$ cat src/hw/periph_regs_pkg.sv
// Shared constants, offsets and carrier types for the peripheral register block
package periph_regs_pkg;

  // ----------------------------------------------------------------
  // Bus and window geometry
  // ----------------------------------------------------------------
  localparam int DATA_W = 32;
  localparam int ADDR_W = 16;
  localparam int WIN_LSB = 14;
  localparam int WORD_LSB = 2;
  localparam int NUM_PORTS = 2;
  localparam int NUM_CHAN = 4;
  localparam int STAT_W = 8;
  localparam int CMD_W = 8;
  localparam int FEN_W = 8;
  localparam int CHAR_W = 8;
  localparam int CNT_W = 16;
  localparam int STATE_W = 6;

  // ----------------------------------------------------------------
  // Register byte offsets inside a serial port window
  // ----------------------------------------------------------------
  localparam logic [13:0] OFS_CTRL = 14'h0000;
  localparam logic [13:0] OFS_MODE = 14'h0004;
  localparam logic [13:0] OFS_IRQ_EN = 14'h0008;
  localparam logic [13:0] OFS_IRQ_DIS = 14'h000C;
  localparam logic [13:0] OFS_IRQ_MASK = 14'h0010;
  localparam logic [13:0] OFS_STATUS = 14'h0014;
  localparam logic [13:0] OFS_RX_DATA = 14'h0018;
  localparam logic [13:0] OFS_TX_DATA = 14'h001C;
  localparam logic [13:0] OFS_FUNC_EN = 14'h0020;
  localparam logic [13:0] OFS_FUNC_DIS = 14'h0024;
  localparam logic [13:0] OFS_FUNC_STAT = 14'h0028;
  localparam logic [13:0] OFS_RX_PTR = 14'h0030;
  localparam logic [13:0] OFS_RX_CNT = 14'h0034;
  localparam logic [13:0] OFS_TX_PTR = 14'h0038;
  localparam logic [13:0] OFS_TX_CNT = 14'h003C;

  // ----------------------------------------------------------------
  // Field positions and reset values
  // ----------------------------------------------------------------
  localparam int END_RX_BIT = 0;
  localparam int END_TX_BIT = 1;
  localparam int STATE_LSB = 2;
  localparam logic [31:0] MODE_RST = 32'h0000_0000;
  localparam logic [7:0] MASK_RST = 8'h00;
  localparam logic [7:0] FEN_RST = 8'h00;
  localparam logic [31:0] PTR_RST = 32'h0000_0000;
  localparam logic [15:0] CNT_RST = 16'h0000;
  localparam logic [31:0] XFER_SIZE = 32'h0000_0001;
  localparam logic [31:0] READ_ZERO = 32'h0000_0000;

  // ----------------------------------------------------------------
  // Carrier types
  // ----------------------------------------------------------------
  typedef struct packed {
    logic psel;
    logic penable;
    logic pwrite;
    logic [ADDR_W-1:0] paddr;
    logic [DATA_W-1:0] pwdata;
  } apb_req_t;

  typedef struct packed {
    logic [CHAR_W-1:0] rx_data;
    logic [STATE_W-1:0] state;
  } port_in_t;

  typedef struct packed {
    logic [DATA_W-1:0] mode;
    logic [CMD_W-1:0] cmd;
    logic [FEN_W-1:0] func_en;
    logic [CHAR_W-1:0] tx_data;
    logic tx_strobe;
  } port_out_t;

endpackage : periph_regs_pkg

$ cat src/hw/peripheral_register_interface.sv
// Register bank for two serial ports with their transfer channels
//
// Overview of operation
// - Registers hang on a 32-bit wide peripheral bus data path.
// - Each peripheral decodes a 16 KB window.
// - Control register is write-only; ones trigger commands, zeros do nothing.
// - Mode register is read/write and resets to zero.
// - Data registers exchange receive and transmit words with the port.
// - Status register is read-only and shows the current port state.
// - Writing ones to an enable register sets matching shadow status bits.
// - Writing ones to a disable register clears matching shadow status bits.
// - Unused bits should be written zero and always read back as zero.
// - Interrupt output is OR of status bits ANDed with mask bits.
// - Mask is readable; enable writes set it, disable writes clear it.
// - Four transfer channels: receive and transmit for each of two ports.
// - Channel registers sit inside the window of the port they serve.
// - Each channel holds a 32-bit address pointer and 16-bit count.
// - Finished channel sets an end flag in port status, may interrupt.
`timescale 1ns/1ps
module peripheral_register_interface
  import periph_regs_pkg::*;
(
  input wire logic mclk_i,
  input wire logic resetn_i,
  input wire apb_req_t apb_i,
  output logic [DATA_W-1:0] prdata_o,
  output logic pready_o,
  output logic pslverr_o,
  input wire port_in_t port_i [NUM_PORTS],
  output port_out_t port_o [NUM_PORTS],
  input wire logic [NUM_CHAN-1:0] xfer_done_i,
  output logic [NUM_CHAN-1:0] chan_busy_o,
  output logic [DATA_W-1:0] chan_addr_o [NUM_CHAN],
  output logic [NUM_PORTS-1:0] irq_o
);

  // ----------------------------------------------------------------
  // Decode helpers
  // ----------------------------------------------------------------
  function automatic logic hit(input logic [13:0] ofs, input logic [13:0] reg_ofs);
    hit = (ofs == reg_ofs);
  endfunction : hit

  function automatic logic known(input logic [13:0] ofs);
    known = hit(ofs, OFS_CTRL) | hit(ofs, OFS_MODE) | hit(ofs, OFS_IRQ_EN) | hit(ofs, OFS_IRQ_DIS)
          | hit(ofs, OFS_IRQ_MASK) | hit(ofs, OFS_STATUS) | hit(ofs, OFS_RX_DATA) | hit(ofs, OFS_TX_DATA)
          | hit(ofs, OFS_FUNC_EN) | hit(ofs, OFS_FUNC_DIS) | hit(ofs, OFS_FUNC_STAT)
          | hit(ofs, OFS_RX_PTR) | hit(ofs, OFS_RX_CNT) | hit(ofs, OFS_TX_PTR) | hit(ofs, OFS_TX_CNT);
  endfunction : known

  // ----------------------------------------------------------------
  // Bus phase and address decode
  // ----------------------------------------------------------------
  wire access = apb_i.psel & apb_i.penable;
  wire wr = access & apb_i.pwrite;
  wire rd_setup = apb_i.psel & ~apb_i.penable & ~apb_i.pwrite;
  wire [13:0] ofs = {apb_i.paddr[WIN_LSB-1:WORD_LSB], 2'b00};
  wire win_ok = ~apb_i.paddr[ADDR_W-1];
  wire port_sel = apb_i.paddr[WIN_LSB];
  wire mapped = win_ok & known(ofs);

  logic [DATA_W-1:0] rd_val [NUM_PORTS];
  logic [STAT_W-1:0] status [NUM_PORTS];
  logic [STAT_W-1:0] mask_view [NUM_PORTS];
  logic [FEN_W-1:0] fen_view [NUM_PORTS];
  logic [DATA_W-1:0] mode_view [NUM_PORTS];
  logic [CMD_W-1:0] cmd_view [NUM_PORTS];
  logic [DATA_W-1:0] ptr_view [NUM_CHAN];
  logic [CNT_W-1:0] cnt_view [NUM_CHAN];
  logic [NUM_CHAN-1:0] chan_end;

  // ----------------------------------------------------------------
  // Per port registers
  // ----------------------------------------------------------------
  for (genvar p = 0; p < NUM_PORTS; p++) begin : g_port
    logic [DATA_W-1:0] mode;
    logic [STAT_W-1:0] imask;
    logic [FEN_W-1:0] fen;
    logic [CMD_W-1:0] cmd;
    logic [CHAR_W-1:0] tx_data;
    logic tx_strobe;

    wire wsel = wr & win_ok & (port_sel == 1'(p));
    wire we_ctrl = wsel & hit(ofs, OFS_CTRL);
    wire we_mode = wsel & hit(ofs, OFS_MODE);
    wire we_ien = wsel & hit(ofs, OFS_IRQ_EN);
    wire we_idis = wsel & hit(ofs, OFS_IRQ_DIS);
    wire we_tx = wsel & hit(ofs, OFS_TX_DATA);
    wire we_fen = wsel & hit(ofs, OFS_FUNC_EN);
    wire we_fdis = wsel & hit(ofs, OFS_FUNC_DIS);

    wire [STAT_W-1:0] next_imask = we_ien ? (imask | apb_i.pwdata[STAT_W-1:0]) :
                                   (we_idis ? (imask & ~apb_i.pwdata[STAT_W-1:0]) : imask);
    wire [FEN_W-1:0] next_fen = we_fen ? (fen | apb_i.pwdata[FEN_W-1:0]) :
                                (we_fdis ? (fen & ~apb_i.pwdata[FEN_W-1:0]) : fen);
    wire [CMD_W-1:0] next_cmd = we_ctrl ? apb_i.pwdata[CMD_W-1:0] : '0;

    always_ff @(posedge mclk_i) begin
      if (!resetn_i) begin
        mode <= MODE_RST;
        imask <= MASK_RST;
        fen <= FEN_RST;
        cmd <= '0;
        tx_data <= '0;
        tx_strobe <= 1'b0;
      end else begin
        mode <= we_mode ? apb_i.pwdata : mode;
        imask <= next_imask;
        fen <= next_fen;
        cmd <= next_cmd;
        tx_data <= we_tx ? apb_i.pwdata[CHAR_W-1:0] : tx_data;
        tx_strobe <= we_tx;
      end
    end

    // Transfer channels of this port, receive first
    for (genvar k = 0; k < 2; k++) begin : g_chan
      localparam int C = 2 * p + k;
      wire we_ptr = wsel & hit(ofs, (k == 0) ? OFS_RX_PTR : OFS_TX_PTR);
      wire we_cnt = wsel & hit(ofs, (k == 0) ? OFS_RX_CNT : OFS_TX_CNT);

      transfer_channel u_chan (
        .mclk_i(mclk_i),
        .resetn_i(resetn_i),
        .ptr_we_i(we_ptr),
        .cnt_we_i(we_cnt),
        .wdata_i(apb_i.pwdata),
        .done_i(xfer_done_i[C]),
        .ptr_o(ptr_view[C]),
        .cnt_o(cnt_view[C]),
        .busy_o(chan_busy_o[C]),
        .end_o(chan_end[C])
      );
      assign chan_addr_o[C] = ptr_view[C];
    end

    // Status, interrupt and read selection
    assign status[p] = {port_i[p].state, chan_end[2*p+1], chan_end[2*p]};
    assign irq_o[p] = |(status[p] & imask);
    assign mask_view[p] = imask;
    assign fen_view[p] = fen;
    assign mode_view[p] = mode;
    assign cmd_view[p] = cmd;

    assign port_o[p].mode = mode;
    assign port_o[p].cmd = cmd;
    assign port_o[p].func_en = fen;
    assign port_o[p].tx_data = tx_data;
    assign port_o[p].tx_strobe = tx_strobe;

    assign rd_val[p] =
      hit(ofs, OFS_MODE) ? mode :
      hit(ofs, OFS_IRQ_MASK) ? {24'h000000, imask} :
      hit(ofs, OFS_STATUS) ? {24'h000000, status[p]} :
      hit(ofs, OFS_RX_DATA) ? {24'h000000, port_i[p].rx_data} :
      hit(ofs, OFS_FUNC_STAT) ? {24'h000000, fen} :
      hit(ofs, OFS_RX_PTR) ? ptr_view[2*p] :
      hit(ofs, OFS_RX_CNT) ? {16'h0000, cnt_view[2*p]} :
      hit(ofs, OFS_TX_PTR) ? ptr_view[2*p+1] :
      hit(ofs, OFS_TX_CNT) ? {16'h0000, cnt_view[2*p+1]} :
      READ_ZERO;
  end

  // ----------------------------------------------------------------
  // Read data and bus answer
  // ----------------------------------------------------------------
  wire [DATA_W-1:0] sel_val = port_sel ? rd_val[1] : rd_val[0];
  wire [DATA_W-1:0] next_rdata = rd_setup ? (mapped ? sel_val : READ_ZERO) : prdata_o;

  always_ff @(posedge mclk_i) begin
    if (!resetn_i) begin
      prdata_o <= READ_ZERO;
    end else begin
      prdata_o <= next_rdata;
    end
  end

  assign pready_o = 1'b1;
  assign pslverr_o = access & ~mapped;
endmodule : peripheral_register_interface

$ cat src/hw/transfer_channel.sv
// One transfer channel: address pointer and transfer count
`timescale 1ns/1ps
module transfer_channel
  import periph_regs_pkg::*;
(
  input wire logic mclk_i,
  input wire logic resetn_i,
  input wire logic ptr_we_i,
  input wire logic cnt_we_i,
  input wire logic [DATA_W-1:0] wdata_i,
  input wire logic done_i,
  output logic [DATA_W-1:0] ptr_o,
  output logic [CNT_W-1:0] cnt_o,
  output logic busy_o,
  output logic end_o
);

  // ----------------------------------------------------------------
  // Pointer and count
  // ----------------------------------------------------------------
  logic [DATA_W-1:0] ptr;
  logic [CNT_W-1:0] cnt;
  wire step = done_i & (cnt != CNT_RST);
  wire [DATA_W-1:0] next_ptr = ptr_we_i ? wdata_i : (step ? ptr + XFER_SIZE : ptr);
  wire [CNT_W-1:0] next_cnt = cnt_we_i ? wdata_i[CNT_W-1:0] : (step ? cnt - 16'h0001 : cnt);

  always_ff @(posedge mclk_i) begin
    if (!resetn_i) begin
      ptr <= PTR_RST;
      cnt <= CNT_RST;
    end else begin
      ptr <= next_ptr;
      cnt <= next_cnt;
    end
  end

  assign ptr_o = ptr;
  assign cnt_o = cnt;
  assign busy_o = (cnt != CNT_RST);
  assign end_o = (cnt == CNT_RST);
endmodule : transfer_channel

$ cat config.mk
export PLATFORM = sky130hd
export DESIGN_NAME = peripheral_register_interface
export DESIGN_NICKNAME = d
export VERILOG_FILES = /design/src/hw/periph_regs_pkg.sv /design/src/hw/peripheral_register_interface.sv /design/src/hw/transfer_channel.sv
export SDC_FILE = /design/constraint.sdc
export NUM_CORES = 1
export LEC_CHECK = 0
export BUFFER_PORTS_ARGS = -buffer_cell sky130_fd_sc_hd__buf_2
export CAP_MARGIN = 25
export CELL_PAD_IN_SITES_DETAIL_PLACEMENT = 1
export CELL_PAD_IN_SITES_GLOBAL_PLACEMENT = 1
export CORE_UTILIZATION = 38
export CTS_BUF_LIST = sky130_fd_sc_hd__clkbuf_8
export CTS_CLUSTER_SIZE = 25
export DETAILED_ROUTE_END_ITERATION = 6
export GPL_TIMING_DRIVEN = 0
export PLACE_DENSITY_LB_ADDON = 0.1
export SETUP_SLACK_MARGIN = 0.05
export SLEW_MARGIN = 40
export SYNTH_ARGS = -nofsm -noshare
export SYNTH_HDL_FRONTEND = slang
export SYNTH_SLANG_ARGS = --single-unit
$ cat constraint.sdc
create_clock -name mclk_i -period 2.35 [get_ports mclk_i]
set_input_delay 0.1175 -clock mclk_i [delete_from_list [all_inputs] [get_ports mclk_i]]
set_output_delay 0.1175 -clock mclk_i [all_outputs]
set_load 0.01 [all_outputs]
==> metrics.md <==
| Metric | Value |
|---|---|
| Routed vias | 22900 |
| Count of cell types in the netlist | 77 |
| Least-Margin Pin Slew | 1010 ps |
| Hold Slack | 25.6 ps |
| Leak | 9.53 nW |
| HP Class | input port to flip-flop |
| Die Area | 0.0498 mm2 |
| Nets | between 2000 and 3000 |
| WP data arrival | 2570 ps |
| I/O pin count | roughly 370 |
| Pin count of the biggest net entering global routing | 11 |
| Core area | 0.0480 mm2 |
| CP Class | flip-flop to primary output |
| DP HPWL | approximately 81000 um |
| Synth area leader | dfxtp_1 |
| Post-synth top cells | dfxtp_1, a21oi_1, nand2_1 |
| Critical-path cell list | or4_4 -> nor4_4 -> buf_6 -> a221o_1 -> buf_2 |
| Status | complete, but fails checks |
| EDFF count, synth | 0 |
| CP max-delay cell | or4_4 |
| DRT iter0 DRCs | 2526 |
| Failing checks | setup timing |
| Routed wire per std cell | 31.4 um |
| Synth Cell Area | around 0.019 mm2 |
| Port buffer count | 349 |
| Cells after synthesis | between 2000 and 2500 |
| Sw Pwr | 8.72 mW |
| DRC | 0 |
| Via/cell ratio | roughly 6.5 |
| Post-Syn Area per Cell | 7.93 um2 |
| Worst setup SP type | flip-flop |
| VDD IR max | 0.664 mV |
| Fmax | 372 MHz |
| Crit path required time | 2230 ps |
| Initial antenna violation count | 3 |
| Layout cell share with drive strength beyond 1 | 0.288 |
| Pwr Density | 903 mW/mm2 |
| Final Cycle Share | 1.14 |
| TritonCTS clock tree | built |
| Remaining antenna violation count | 0 |
| Reg power frac | 0.332 |
| Global-route wire length before repair | 155000 um |
| Synth Flop Type | dfxtp_1 |
| FFs w/ async S/R, synth | 0 |
| Pre-CTS setup slack | -955 ps |
| Routed wire length | ~110000 um |
| Worst setup EP type | primary output |
| Overall power | 22.5 mW |
| Critical path's largest stage delay | 590 ps |
| Ys Warns | 0 |
| Chip width | 223 um |
| Max Root-Sink Buffers | 3 |
| Relative slew slack | 0.326 |
| Area contributors post-synth | dfxtp_1, a21oi_1, o21ai_0 |
| Final critical-path setup slack | -338 ps |
| Final hold vios | 0 |
| Clock-pin slew on the worst setup and hold paths | 70 ps |
| Root buffer cell | clkbuf_8 |
| Clk_lat worst skew | a little under 700 ps |
| Setup repair after global routing missed its margin | yes |
| Final Max Tran Viols | 0 |
| Final setup fails | 59 |
| Sw Ratio | 0.387 |
| CTS buffer count | 70 |
| Non-filler cells, final | 3543 |
| Die height | 223 um |
| Vias in the first global route | 22100 |
| Fillcell total | 5875 |
| Placed insts | around 3300 |
| Combinational power share | 0.376 |
| H-tree Lvls | 3 |
| Clk network pwr share | 0.291 |
| Int Power | 13.8 mW |
| Gpl congestion | roughly 1 |
| Site Rows | 80 |
| Yosys reg bits | about 350 |
| Maxcap violations | 0 |
| Total area of sequential cells | 0.00716 mm2 |
| Post-Route Skew | 43.8 ps |
| Post-Layout Inst Area | 0.0249 mm2 |
| Clock sink count | between 300 and 400 |
| First-pass DRT Iterations | 5 |
| Post-DP Area | 0.0212 mm2 |
| Worst Path Max Fanout | 6 |
| Sequential area share after synthesis | 0.381 |
| Starting Density | 0.387 |
| Synth top area share | 0.381 |
| Most common cell in the synthesized netlist | dfxtp_1 |
| Total global routing overflow | 0 |
| GRT Total Usage | 0.429 |
| Min Clock Period, post-route | 2690 ps |
| Synth Net Count | between 2000 and 2500 |
| Layout area overhead | 34.1% |
| Multi-input logic area | 0.0116 mm2 |
## worst paths after layout
| check | from | end | slack, ps | cells after the start |
|---|---|---|---|---|
| max | g_port[1].g_chan[0].u_chan.cnt_o[3] | irq_o[1] | -340 | 5 |
| min reg2reg | prdata_o[16] | prdata_o[16] | 460 | 2 |
| min | port_i[25] | prdata_o[5] | 30 | 6 |
| max reg2reg | g_port[1].g_chan[0].u_chan.cnt_o[3] | g_port[1].g_chan[0].u_chan.cnt_o[13] | -210 | 11 |
## power by group through the flow
stage,Sequential (mW),Clock (mW),Combinational (mW)
finish,7.48,6.56,8.48
global placement,7.44,0,5.23
detailed placement,7.46,0,5.45
global route,7.52,6.80,8.80
floorplan,7.11,0,3.58
CTS,7.39,6.53,7.13
## final cells by class
cell class / count / area share
Clock buffer: 87 / 0.0480
Tap cell: 615 / 0.0309
Multi-Input combinational cell: 1760 / 0.467
Inverter: 38 / 0.00632
Antenna cell: 2 / 0.000201
Sequential cell: 354 / 0.287
Clock inverter: 38 / 0.00863
Timing Repair Buffer: 468 / 0.118
Buffer: 181 / 0.0342
## layer usage
layer,vias to the layer above,track usage,wire [um]
met1,11500,0.552,44000
met4,0,0.254,7470
met5,-,0,0
li1,9641,-,-
met2,1386,0.653,48700
met3,402,0.102,11000
## kinds of logic (layout without fill, tap and decap cells)
| kind of cell | count (synthesis) | count (layout) | share of synthesized area |
|---|---|---|---|
| xor+xnor | 172 | 172 | 0.0810 |
| fa+ha+maj | 8 | 8 | 0.00538 |
| buf+inv | 229 | 812 | 0.0503 |
| mux | 41 | 41 | 0.0281 |
| other cells | 1 | 3 | 0.000202 |
| compound gates | 773 | 773 | 0.252 |
| simple gates | 765 | 765 | 0.202 |
| flops | 354 | 354 | 0.381 |
## state kept, by name, indices dropped and copies added (netlist names), named ones only
signal / count
g_port.g_chan.u_chan.ptr_o: 128
g_port.g_chan.u_chan.cnt_o: 64
g_port.mode: 64
prdata_o: 32
g_port.cmd: 16
g_port.tx_data: 16
g_port.tx_strobe: 2
## timing repair
item | CTS | global route
setup buffers | 45 | 35
endpoints found under the hold margin | 126 | 1
resized for setup | 156 | 193
hold buffers | 33 | 1
setup endpoints to repair | 253 | 192
cloned | 2 | 3
pin swaps | 32 | 137
## layout by cell type (no fill, tap or decap), types with 11 or more instances in the layout
cell / count
buf_2: 370
dfxtp_1: 319
a21oi_1: 309
nand2_1: 267
o21ai_0: 210
clkbuf_1: 106
nor2_1: 105
clkbuf_8: 88
xnor2_1: 87
nand3_1: 74
xor2_1: 72
buf_4: 64
inv_1: 54
nand4_1: 50
a22oi_1: 47
clkbuf_2: 36
a211oi_1: 35
dlygate4sd3_1: 34
nor3_1: 28
a311oi_1: 28
a22o_1: 27
nor2_4: 26
mux2i_1: 24
buf_6: 23
dfxtp_2: 23
and2_1: 21
nor3_4: 17
a221oi_1: 17
nor4_1: 16
nor2_2: 16
and3_1: 13
xnor2_2: 12
or3_1: 12
dfxtp_4: 12
or4_4: 11
## critical path: cells and delay by family, from the launching register on
family          cells  cell delay, ps
compound gates      1             250
buf+inv             2             370
flops               1             390
simple gates        2             860
## metrics by stage
stage	setup TNS [ps]	util
floorplan	0	-
global placement	-252680	0.439
detailed placement	-195800	0.442
CTS	-2030	0.497
global route	-8390	0.519
finish	-4170	0.519
No activity file was read; power rests on OpenSTA's default activity.
